<file path="src/logic/port_alt_pkg.sv">
// Purpose: constants and types for the port alternate function override block
// Assumes: one 50 MHz clock, synchronous active-low reset
// Notes:   package plus the per-pin control cell
package port_alt_pkg;
  localparam int          PORT_W        = 8;
  localparam logic [2:0]  SCK_BIT       = 3'h7;
  localparam logic [2:0]  MISO_BIT      = 3'h6;
  localparam logic [2:0]  MOSI_BIT      = 3'h5;
  localparam logic [2:0]  SEL_BIT       = 3'h4;
  localparam logic [2:0]  CMP_A_BIT     = 3'h3;
  localparam logic [2:0]  IRQ2_BIT      = 3'h2;
  localparam int          PB_FIRST_SRC  = 2;
  localparam logic        RST_VAL       = 1'h0;

  typedef struct packed {
    logic pullup_override_en;
    logic pullup_override_val;
    logic direction_override_en;
    logic direction_override_val;
    logic value_override_en;
    logic value_override_val;
    logic input_enable_override_en;
    logic input_enable_override_val;
  } override_t;

  localparam override_t NO_OVERRIDE = '0;
endpackage

`timescale 1ns/1ns
module pin_ctrl_cell
  import port_alt_pkg::*;
(
  input  wire logic      sys_clk_in,
  input  wire logic      rst_b_in,
  input  wire override_t ovr_in,
  input  wire logic      dir_bit_in,
  input  wire logic      out_bit_in,
  input  wire logic      global_pullup_disable_in,
  input  wire logic      sleep_in,
  input  wire logic      pad_in,
  output logic           pad_out,
  output logic           pad_oe_b_out,
  output logic           pullup_out,
  output logic           din_out
);
  logic sync1_q;
  logic sync2_q;
  logic din_q;
  logic drive_en;
  logic din_en;

  assign pullup_out   = ovr_in.pullup_override_en ? ovr_in.pullup_override_val
                      : (~dir_bit_in & out_bit_in & ~global_pullup_disable_in);
  assign drive_en     = ovr_in.direction_override_en ? ovr_in.direction_override_val : dir_bit_in;
  assign pad_oe_b_out = ~drive_en;
  assign pad_out      = ovr_in.value_override_en ? ovr_in.value_override_val : out_bit_in;
  assign din_en       = ovr_in.input_enable_override_en ? ovr_in.input_enable_override_val : ~sleep_in;
  assign din_out      = din_q;

  always_ff @(posedge sys_clk_in) begin
    if (!rst_b_in) begin
      sync1_q <= RST_VAL;
      sync2_q <= RST_VAL;
      din_q   <= RST_VAL;
    end else begin
      sync1_q <= pad_in;
      sync2_q <= sync1_q;
      din_q   <= sync2_q & din_en;
    end
  end
endmodule // pin_ctrl_cell

</file>
<file path="src/logic/port_alt_function_override.sv">
// Purpose: alternate function overrides for two 8-bit ports
// Assumes: port register bits and spi/timer controls come from same-clock logic
// Notes:   pad controls are combinational, digital inputs are synchronised
`timescale 1ns/1ns
module port_alt_function_override
  import port_alt_pkg::*;
(
  input  wire logic              sys_clk_in,
  input  wire logic              rst_b_in,
  input  wire logic              global_pullup_disable_in,
  input  wire logic              sleep_in,
  input  wire logic [PORT_W-1:0] porta_direction_bit_in,
  input  wire logic [PORT_W-1:0] porta_output_bit_in,
  input  wire logic [PORT_W-1:0] porta_pad_in,
  input  wire logic [PORT_W-1:0] port_a_change_mask_in,
  input  wire logic              change_group0_enable_in,
  input  wire logic [PORT_W-1:0] analog_digital_disable_bit_in,
  input  wire logic [PORT_W-1:0] portb_direction_bit_in,
  input  wire logic [PORT_W-1:0] portb_output_bit_in,
  input  wire logic [PORT_W-1:0] portb_pad_in,
  input  wire logic [PORT_W-1:0] port_b_change_mask_in,
  input  wire logic              change_group1_enable_in,
  input  wire logic              spi_enable_in,
  input  wire logic              spi_master_in,
  input  wire logic              spi_clock_drive_in,
  input  wire logic              spi_master_data_drive_in,
  input  wire logic              spi_slave_data_drive_in,
  input  wire logic              timer0_compare_a_en_in,
  input  wire logic              timer0_compare_a_out_in,
  input  wire logic              timer0_compare_b_en_in,
  input  wire logic              timer0_compare_b_out_in,
  input  wire logic              external_irq_2_en_in,
  output logic      [PORT_W-1:0] porta_pad_out,
  output logic      [PORT_W-1:0] porta_pad_oe_b_out,
  output logic      [PORT_W-1:0] porta_pullup_out,
  output logic      [PORT_W-1:0] portb_pad_out,
  output logic      [PORT_W-1:0] portb_pad_oe_b_out,
  output logic      [PORT_W-1:0] portb_pullup_out,
  output logic      [PORT_W-1:0] adc_channel_out,
  output logic    [2*PORT_W-1:0] pin_change_src_out,
  output logic                   external_irq_2_out,
  output logic                   comparator_pos_in_out,
  output logic                   comparator_neg_in_out,
  output logic                   spi_clock_in_out,
  output logic                   spi_master_data_in_out,
  output logic                   spi_slave_data_in_out,
  output logic                   spi_slave_select_b_out,
  output logic                   spi_slave_active_out
);
  override_t          ovr_a [PORT_W];
  override_t          ovr_b [PORT_W];
  logic  [PORT_W-1:0] din_a;
  logic  [PORT_W-1:0] din_b;
  logic  [PORT_W-1:0] chg_b;
  logic               spi_as_master;
  logic               spi_as_slave;

  assign spi_as_master = spi_enable_in & spi_master_in;
  assign spi_as_slave  = spi_enable_in & ~spi_master_in;
  assign chg_b         = port_b_change_mask_in & {PORT_W{change_group1_enable_in}};

  // port a: only the input enable is overridden
  genvar i;
  generate
    for (i = 0; i < PORT_W; i++) begin : g_a
      logic chg;
      assign chg = port_a_change_mask_in[i] & change_group0_enable_in;
      always_comb begin
        ovr_a[i] = NO_OVERRIDE;
        ovr_a[i].input_enable_override_en  = chg | analog_digital_disable_bit_in[i];
        ovr_a[i].input_enable_override_val = chg;
      end
      pin_ctrl_cell u_cell (
        .sys_clk_in               (sys_clk_in),
        .rst_b_in                 (rst_b_in),
        .ovr_in                   (ovr_a[i]),
        .dir_bit_in               (porta_direction_bit_in[i]),
        .out_bit_in               (porta_output_bit_in[i]),
        .global_pullup_disable_in (global_pullup_disable_in),
        .sleep_in                 (sleep_in),
        .pad_in                   (porta_pad_in[i]),
        .pad_out                  (porta_pad_out[i]),
        .pad_oe_b_out             (porta_pad_oe_b_out[i]),
        .pullup_out               (porta_pullup_out[i]),
        .din_out                  (din_a[i])
      );
      pin_ctrl_cell u_cell_b (
        .sys_clk_in               (sys_clk_in),
        .rst_b_in                 (rst_b_in),
        .ovr_in                   (ovr_b[i]),
        .dir_bit_in               (portb_direction_bit_in[i]),
        .out_bit_in               (portb_output_bit_in[i]),
        .global_pullup_disable_in (global_pullup_disable_in),
        .sleep_in                 (sleep_in),
        .pad_in                   (portb_pad_in[i]),
        .pad_out                  (portb_pad_out[i]),
        .pad_oe_b_out             (portb_pad_oe_b_out[i]),
        .pullup_out               (portb_pullup_out[i]),
        .din_out                  (din_b[i])
      );
    end
  endgenerate

  // port b overrides per pin
  always_comb begin
    for (int k = 0; k < PORT_W; k++) begin
      ovr_b[k] = NO_OVERRIDE;
      if (k >= PB_FIRST_SRC) begin
        ovr_b[k].input_enable_override_en  = chg_b[k];
        ovr_b[k].input_enable_override_val = 1'h1;
      end
    end
    // serial clock: forced input as slave, driven clock as master
    ovr_b[SCK_BIT].pullup_override_en     = spi_as_slave;
    ovr_b[SCK_BIT].pullup_override_val    = portb_output_bit_in[SCK_BIT] & ~global_pullup_disable_in;
    ovr_b[SCK_BIT].direction_override_en  = spi_as_slave;
    ovr_b[SCK_BIT].value_override_en      = spi_as_master;
    ovr_b[SCK_BIT].value_override_val     = spi_clock_drive_in;
    // master-in/slave-out: forced input as master
    ovr_b[MISO_BIT].pullup_override_en    = spi_as_master;
    ovr_b[MISO_BIT].pullup_override_val   = portb_output_bit_in[MISO_BIT] & ~global_pullup_disable_in;
    ovr_b[MISO_BIT].direction_override_en = spi_as_master;
    ovr_b[MISO_BIT].value_override_en     = spi_as_slave;
    ovr_b[MISO_BIT].value_override_val    = spi_slave_data_drive_in;
    // master-out/slave-in: forced input as slave
    ovr_b[MOSI_BIT].pullup_override_en    = spi_as_slave;
    ovr_b[MOSI_BIT].pullup_override_val   = portb_output_bit_in[MOSI_BIT] & ~global_pullup_disable_in;
    ovr_b[MOSI_BIT].direction_override_en = spi_as_slave;
    ovr_b[MOSI_BIT].value_override_en     = spi_as_master;
    ovr_b[MOSI_BIT].value_override_val    = spi_master_data_drive_in;
    // slave select: forced input as slave, else compare b output
    ovr_b[SEL_BIT].pullup_override_en     = spi_as_slave;
    ovr_b[SEL_BIT].pullup_override_val    = portb_output_bit_in[SEL_BIT] & ~global_pullup_disable_in;
    ovr_b[SEL_BIT].direction_override_en  = spi_as_slave;
    ovr_b[SEL_BIT].value_override_en      = timer0_compare_b_en_in;
    ovr_b[SEL_BIT].value_override_val     = timer0_compare_b_out_in;
    // compare a; driver still follows the direction bit
    ovr_b[CMP_A_BIT].value_override_en    = timer0_compare_a_en_in;
    ovr_b[CMP_A_BIT].value_override_val   = timer0_compare_a_out_in;
    // external interrupt 2 keeps the input alive
    ovr_b[IRQ2_BIT].input_enable_override_en = chg_b[IRQ2_BIT] | external_irq_2_en_in;
  end

  assign adc_channel_out        = porta_pad_in;
  assign comparator_pos_in_out  = portb_pad_in[IRQ2_BIT];
  assign comparator_neg_in_out  = portb_pad_in[CMP_A_BIT];
  assign pin_change_src_out     = {din_b[PORT_W-1:PB_FIRST_SRC], {PB_FIRST_SRC{1'h0}}, din_a};
  assign external_irq_2_out     = din_b[IRQ2_BIT];
  assign spi_clock_in_out       = din_b[SCK_BIT];
  assign spi_master_data_in_out = din_b[MISO_BIT];
  assign spi_slave_data_in_out  = din_b[MOSI_BIT];
  assign spi_slave_select_b_out = din_b[SEL_BIT];
  assign spi_slave_active_out   = spi_as_slave & ~din_b[SEL_BIT];
endmodule // port_alt_function_override

</file>
<file path="config.mk">
export PLATFORM = sky130hd
export DESIGN_NAME = port_alt_function_override
export DESIGN_NICKNAME = d
export VERILOG_FILES = /design/src/logic/port_alt_pkg.sv /design/src/logic/port_alt_function_override.sv
export SDC_FILE = /design/constraint.sdc
export NUM_CORES = 1
export LEC_CHECK = 0
export BUFFER_PORTS_ARGS = -buffer_cell sky130_fd_sc_hd__buf_2
export CORE_MARGIN = 2
export CORE_UTILIZATION = 39
export DETAILED_ROUTE_END_ITERATION = 10
export PLACE_DENSITY = 0.8
export SETUP_SLACK_MARGIN = 0.05
export SYNTH_ARGS = -nofsm -noshare
export SYNTH_HDL_FRONTEND = slang
export SYNTH_SLANG_ARGS = --single-unit
</file>
<file path="constraint.sdc">
create_clock -name sys_clk_in -period 1.1 [get_ports sys_clk_in]
set_input_delay 0.165 -clock sys_clk_in [delete_from_list [all_inputs] [get_ports sys_clk_in]]
set_output_delay 0.165 -clock sys_clk_in [all_outputs]
set_load 0.03 [all_outputs]
</file>
==> flow_summary_export.csv, run 1 <==
group,metric,value,unit
job,maxCapViolCount,0,
route,drc,0,
synthesis,ys_top_cells_by_count,"buf_4 (75), dfxtp_1 (42), and2_1 (28)",
clocking,numClockSinks,42,
place,numPlacedInstances,384,
worst_setup_path,critPathKind,"in -> out",
place,gp_congestion,0.721,
route,drtPass1Iterations,4,
clocking,cts_tree,"yes",
worst_setup_path,worstPathRequired,0.94,ns
synthesis,synth_edf_count,0,
timing,setup_viol,0,
global_route,antenna_found_initial,0,
die,chipHeight,77.4,µm
synthesis,yosysTopAreaCellShare,0.401,
die,std_cell_rows,26,
clocking,clock_latency,0.29,ns
worst_setup_path,worstPathArrival,0.89,ns
clocking,clk_pin_slew,0.07,ns
global_route,grt_first_pass_wirelength,6.98,mm
power,power_density,1350,nW/µm²
synthesis,yosysUniqueCellTypes,19,
worst_setup_path,reg2reg_depth,2,
route,vias_per_cell,4.19,
worst_setup_path,r2r-end,"g_a[2].u_cell_b.din_out",
worst_setup_path,rrSetupSlack,0.54,ns
synthesis,yosysSeqAreaShare,0.401,
timing,finalHoldViolCount,0,
synthesis,synth_area_leaders,"dfxtp_1 (40%), buf_4 (27%), and2_1 (8.3%)",
global_route,grt_pass1_vias,1493,
global_route,grt_usage,0.151,
synthesis,yosys.area.top_type,"dfxtp_1",
timing,min_period_over_period,0.963,
worst_setup_path,endpoint,"portb_pad_out[6]",
power,p_leak,1.44,nW
global_route,grt_max_degree,43,
route,antenna_left,0,
place,dp_slack,-0.0438,ns
synthesis,synth_cells,232,
synthesis,post-synth-top-count-cell,"buf_4",
timing,finalSetupTns,0,ns
synthesis,netlist_area,2100,µm²
clocking,clockBufferDepth,2,
die,die_w,77.4,µm
synthesis,ys_async_sr_fraction,0,
synthesis,yosys_warnings,0,
clocking,htreeDepth,2,
min_path,hold_class,"in -> reg",
die,dieArea,5980,µm²
die,start_util,0.408,
place,place_area,2420,µm²
route,wl_per_cell,11.8,µm
timing,fin_hold_ws,0.0722,ns
timing,slew_violations,0,
timing,rsz0062_at_grt,"true",
place,port_buffers,161,
clocking,cts_made_buffers,5,
die,ios,168,
layout,final_nets,411,
worst_setup_path,path_max_fanout,8,
layout,stdcell_count,394,
power,p_total,3.53,mW
timing,fmax,944,MHz
timing,fin_skew,0.00561,ns
layout,fin_util,0.509,
synthesis,synth_ff_type,"dfxtp_1",
worst_setup_path,worstSetupEndpointType,"output pin",
route,vias,1650,
min_path,hp-start,"portb_pad_in[6]",
place,dp_hpwl,3.85,mm
timing,min_period,1.06,ns
synthesis,ys_ff_latch,42,
route,wl,4.63,mm
route,first_iter_violations,19,
global_route,grt_overflow_total,0,
power,vdd_drop_max,1100,µV
clocking,cts_root_buf,"clkbuf_8",
worst_setup_path,crit_start,"spi_master_in",
worst_setup_path,critPathLaunchType,"primary input",
timing,setup_ws,0.0412,ns
die,core-area,5140,µm²
layout,drive_gt1_frac,0.562,
layout,area_delta_synth_final,24.6,%
layout,final_area,2610,µm²
synthesis,avgSynthCellArea,9.04,µm²
status,status,"finished, final reports clean",
layout,n_antenna_cell,0,
worst_setup_path,r2r-start,"g_a[2].u_cell_b.sync2_q",
[layout by cell type (no fill, tap or decap), drive strengths merged]
cell      instances
nand2b            5
a21oi             9
dfxtp            42
bufinv            1
clkinvlp          2
nor2              1
conb              2
nand2            17
clkbuf            5
buf             165
mux2              5
o2bb2ai           8
and3              8
a31oi             1
inv              13
nor3b            12
and2             28
[flip-flops by register name (all words and copies together), names as in the netlist]
register	flops
g_a.u_cell.din_out	8
g_a.u_cell.sync1_q	8
g_a.u_cell.sync2_q	8
g_a.u_cell_b.din_out	6
g_a.u_cell_b.sync1_q	6
g_a.u_cell_b.sync2_q	6
[layer usage]
layer  GRT usage  vias up  wire, µm
li1            -      837         -
met1       0.129      709      1470
met2       0.297       94      2570
met3      0.0605       10       481
met4      0.0714        0       105
met5           0        -         0
[layout make-up]
class,count,area (µm²)
well taps,70,87.6
fillers,503,2530
clock inverters,3,45.0
multi-input cells,96,626
flip-flops and latches,42,845
clock buffers,5,68.8
repair buffers,165,893
inverters,13,48.8
[critical path, stage by stage]
cell	delay, ns
buf_8	0.10
nand2b_4	0.18
mux2_4	0.31
buf_6	0.14
[worst min path at each step]
stage | endpoint | depth (start not counted)
finish | g_a[6].u_cell_b.sync1_q | 2
global route | g_a[4].u_cell_b.sync1_q | 2
CTS | g_a[6].u_cell_b.sync1_q | 2
detailed placement | g_a[6].u_cell_b.sync1_q | 2
global placement | g_a[6].u_cell_b.sync1_q | 2
floorplan | g_a[6].u_cell_b.sync1_q | 1
[timing repair]
| item | CTS | global route |
|---|---|---|
| hold buffers | 0 | 0 |
| endpoints found under the setup margin | 8 | 13 |
| pin swaps | 1 | 1 |
| resized for setup | 12 | 10 |
| setup buffers | 1 | 1 |
[power by group]
part	switching (mW)	total (mW)	internal, mW	leakage [nW]
clock	0.500	1.17	0.674	0.0504
sequential	0.0119	1.59	1.57	0.346
combinational	0.468	0.774	0.306	1.05
total	0.980	3.53	2.55	1.44
[kinds of logic after synthesis]
family                 after synthesis  synth area share
AOI/OAI and AO/OA                   18            0.0578
DFF                                 42             0.401
muxes                                5            0.0286
and+or+nand+nor                     71             0.201
other                                1           0.00179
buffers and inverters               95             0.310
No activity file was read; power rests on OpenSTA's default activity.
==> run 2: changes to the inputs <==
--- a/config.mk
+++ b/config.mk
@@ -8,6 +8,7 @@
 export BUFFER_PORTS_ARGS = -buffer_cell sky130_fd_sc_hd__buf_2
 export CORE_MARGIN = 2
 export CORE_UTILIZATION = 39
+export CTS_BUF_LIST = sky130_fd_sc_hd__clkbuf_16
 export DETAILED_ROUTE_END_ITERATION = 10
 export PLACE_DENSITY = 0.8
 export SETUP_SLACK_MARGIN = 0.05
==> run 2 against run 1 <==
  * Non-clock buffer count did not move
  * Largest power group is now the clock network
  * Via count increased by 0.30%
  * Highest routed layer unchanged
  * Critical path depth unchanged
==> flow_summary_export.csv, run 2 (same netlist as run 1, synthesis figures left out) <==
group,metric,value,unit
status,status,"finished, final reports clean",
clocking,numClockSinks,42,
route,antenna_left,0,
layout,final_common_cell,"buf_2",
layout,final_nets,411,
worst_setup_path,worstPathArrival,0.89,ns
timing,min_period_over_period,0.961,
power,p_leak,1.47,nW
die,std_cell_rows,26,
layout,drive_gt1_frac,0.562,
job,maxCapViolCount,0,
place,numPlacedInstances,384,
worst_setup_path,critPathKind,"in -> out",
layout,final_cell_mix,"buf_2 (152), dfxtp_1 (41), and2_1 (28)",
clocking,cts_tree,"yes",
die,dieArea,5980,µm²
layout,n_antenna_cell,0,
global_route,grt_pass1_vias,1493,
die,core-area,5140,µm²
layout,area_delta_synth_final,26.7,%
clocking,clock_latency,0.28,ns
route,wl,4.63,mm
place,gp_congestion,0.721,
timing,setup_ws,0.0424,ns
clocking,cts_made_buffers,5,
clocking,clockBufferDepth,2,
timing,finalHoldViolCount,0,
worst_setup_path,worstSetupEndpointType,"output pin",
power,p_total,3.98,mW
die,die_w,77.4,µm
timing,slew_violations,0,
route,vias_per_cell,4.20,
worst_setup_path,path_max_fanout,8,
route,drtPass1Iterations,4,
power,vdd_drop_max,1430,µV
place,dp_slack,-0.0438,ns
worst_setup_path,critPathLaunchType,"primary input",
min_path,hold_class,"in -> reg",
route,drc,0,
timing,rsz0062_at_grt,"true",
global_route,grt_usage,0.151,
timing,fin_skew,0.00319,ns
route,wl_per_cell,11.8,µm
clocking,cts_root_buf,"clkbuf_16",
clocking,ctsHoldBuffers,0,
place,port_buffers,161,
timing,setup_viol,0,
clocking,htreeDepth,2,
power,power_density,1500,nW/µm²
place,dp_hpwl,3.85,mm
die,ios,168,
global_route,antenna_found_initial,0,
timing,fin_hold_ws,0.0831,ns
layout,nFillCells,499,
layout,stdcell_count,394,
clocking,clk_pin_slew,0.05,ns
timing,min_period,1.06,ns
global_route,grt_max_degree,43,
worst_setup_path,worstPathRequired,0.94,ns
timing,fmax,946,MHz
layout,fin_util,0.517,
die,start_util,0.408,
route,vias,1655,
route,first_iter_violations,19,
die,chipHeight,77.4,µm
global_route,grt_overflow_total,0,
global_route,grt_first_pass_wirelength,6.99,mm
==> run 2: cell count changes in the layout (fill, tap and decap cells not counted) <==
| cell | before | now |
|---|---|---|
| dfxtp_2 | 0 | 1 |
| clkbuf_8 | 5 | 0 |
| buf_6 | 4 | 5 |
| nor2_4 | 1 | 0 |
| dfxtp_4 | 1 | 0 |
| clkbuf_16 | 0 | 5 |
| nor2_2 | 0 | 1 |
| buf_8 | 1 | 0 |
==> run 2: final cells by class <==
type	count	area, µm²	share of cell area
Clock buffer	5	125	0.0471
Clock inverter	3	45.0	0.0169
Inverter	13	48.8	0.0184
Multi-Input combinational cell	96	621	0.233
Sequential cell	42	842	0.317
Tap cell	70	87.6	0.0329
Timing Repair Buffer	165	890	0.335
==> run 2: path summary, 6_finish.rpt <==
check / start / endpoint / slack, ns / depth (start not counted)
min reg2reg: g_a[3].u_cell_b.sync2_q / g_a[3].u_cell_b.din_out / 0.41 / 2
max: spi_master_in / portb_pad_out[6] / 0.04 / 4
max reg2reg: g_a[2].u_cell_b.sync2_q / g_a[2].u_cell_b.din_out / 0.54 / 2
min: portb_pad_in[6] / g_a[6].u_cell_b.sync1_q / 0.08 / 2
==> run 2: report_power, final <==
group          switching (mW)  internal (mW)
clock                   0.549           1.07
combinational           0.467          0.303
sequential             0.0116           1.58
total                    1.03           2.95
==> run 2: timing repair <==
| item | CTS | global route |
|---|---|---|
| resized for setup | 10 | 9 |
| buffers inserted | 1 | 1 |
| hold endpoints to repair | 0 | 0 |
| setup endpoints to repair | 8 | 13 |
| pin swaps | 1 | 1 |
| cloned | 0 | 0 |
==> run 2: worst max-delay path: stages <==
cell	delay, ns
buf_6	0.10
nand2b_4	0.18
mux2_4	0.31
buf_6	0.14
==> run 2: metal layers <==
layer | part of all wire | routed length, µm | GRT usage | vias to the layer above
met3 | 0.11 | 500 | 0.0640 | 10
met5 | 0 | 0 | 0 | -
met4 | 0.024 | 110 | 0.0714 | 0
met1 | 0.31 | 1450 | 0.129 | 711
met2 | 0.56 | 2570 | 0.297 | 95
li1 | - | - | - | 839
==> run 2: stage by stage <==
step / area (µm²) / TNS, ns
2_1_floorplan: 2100 / 0
3_3_place_gp: 2420 / -0.0755
3_5_place_dp: 2420 / -0.0885
4_1_cts: 2630 / 0
5_1_grt: 2660 / 0
6_report: 2660 / 0
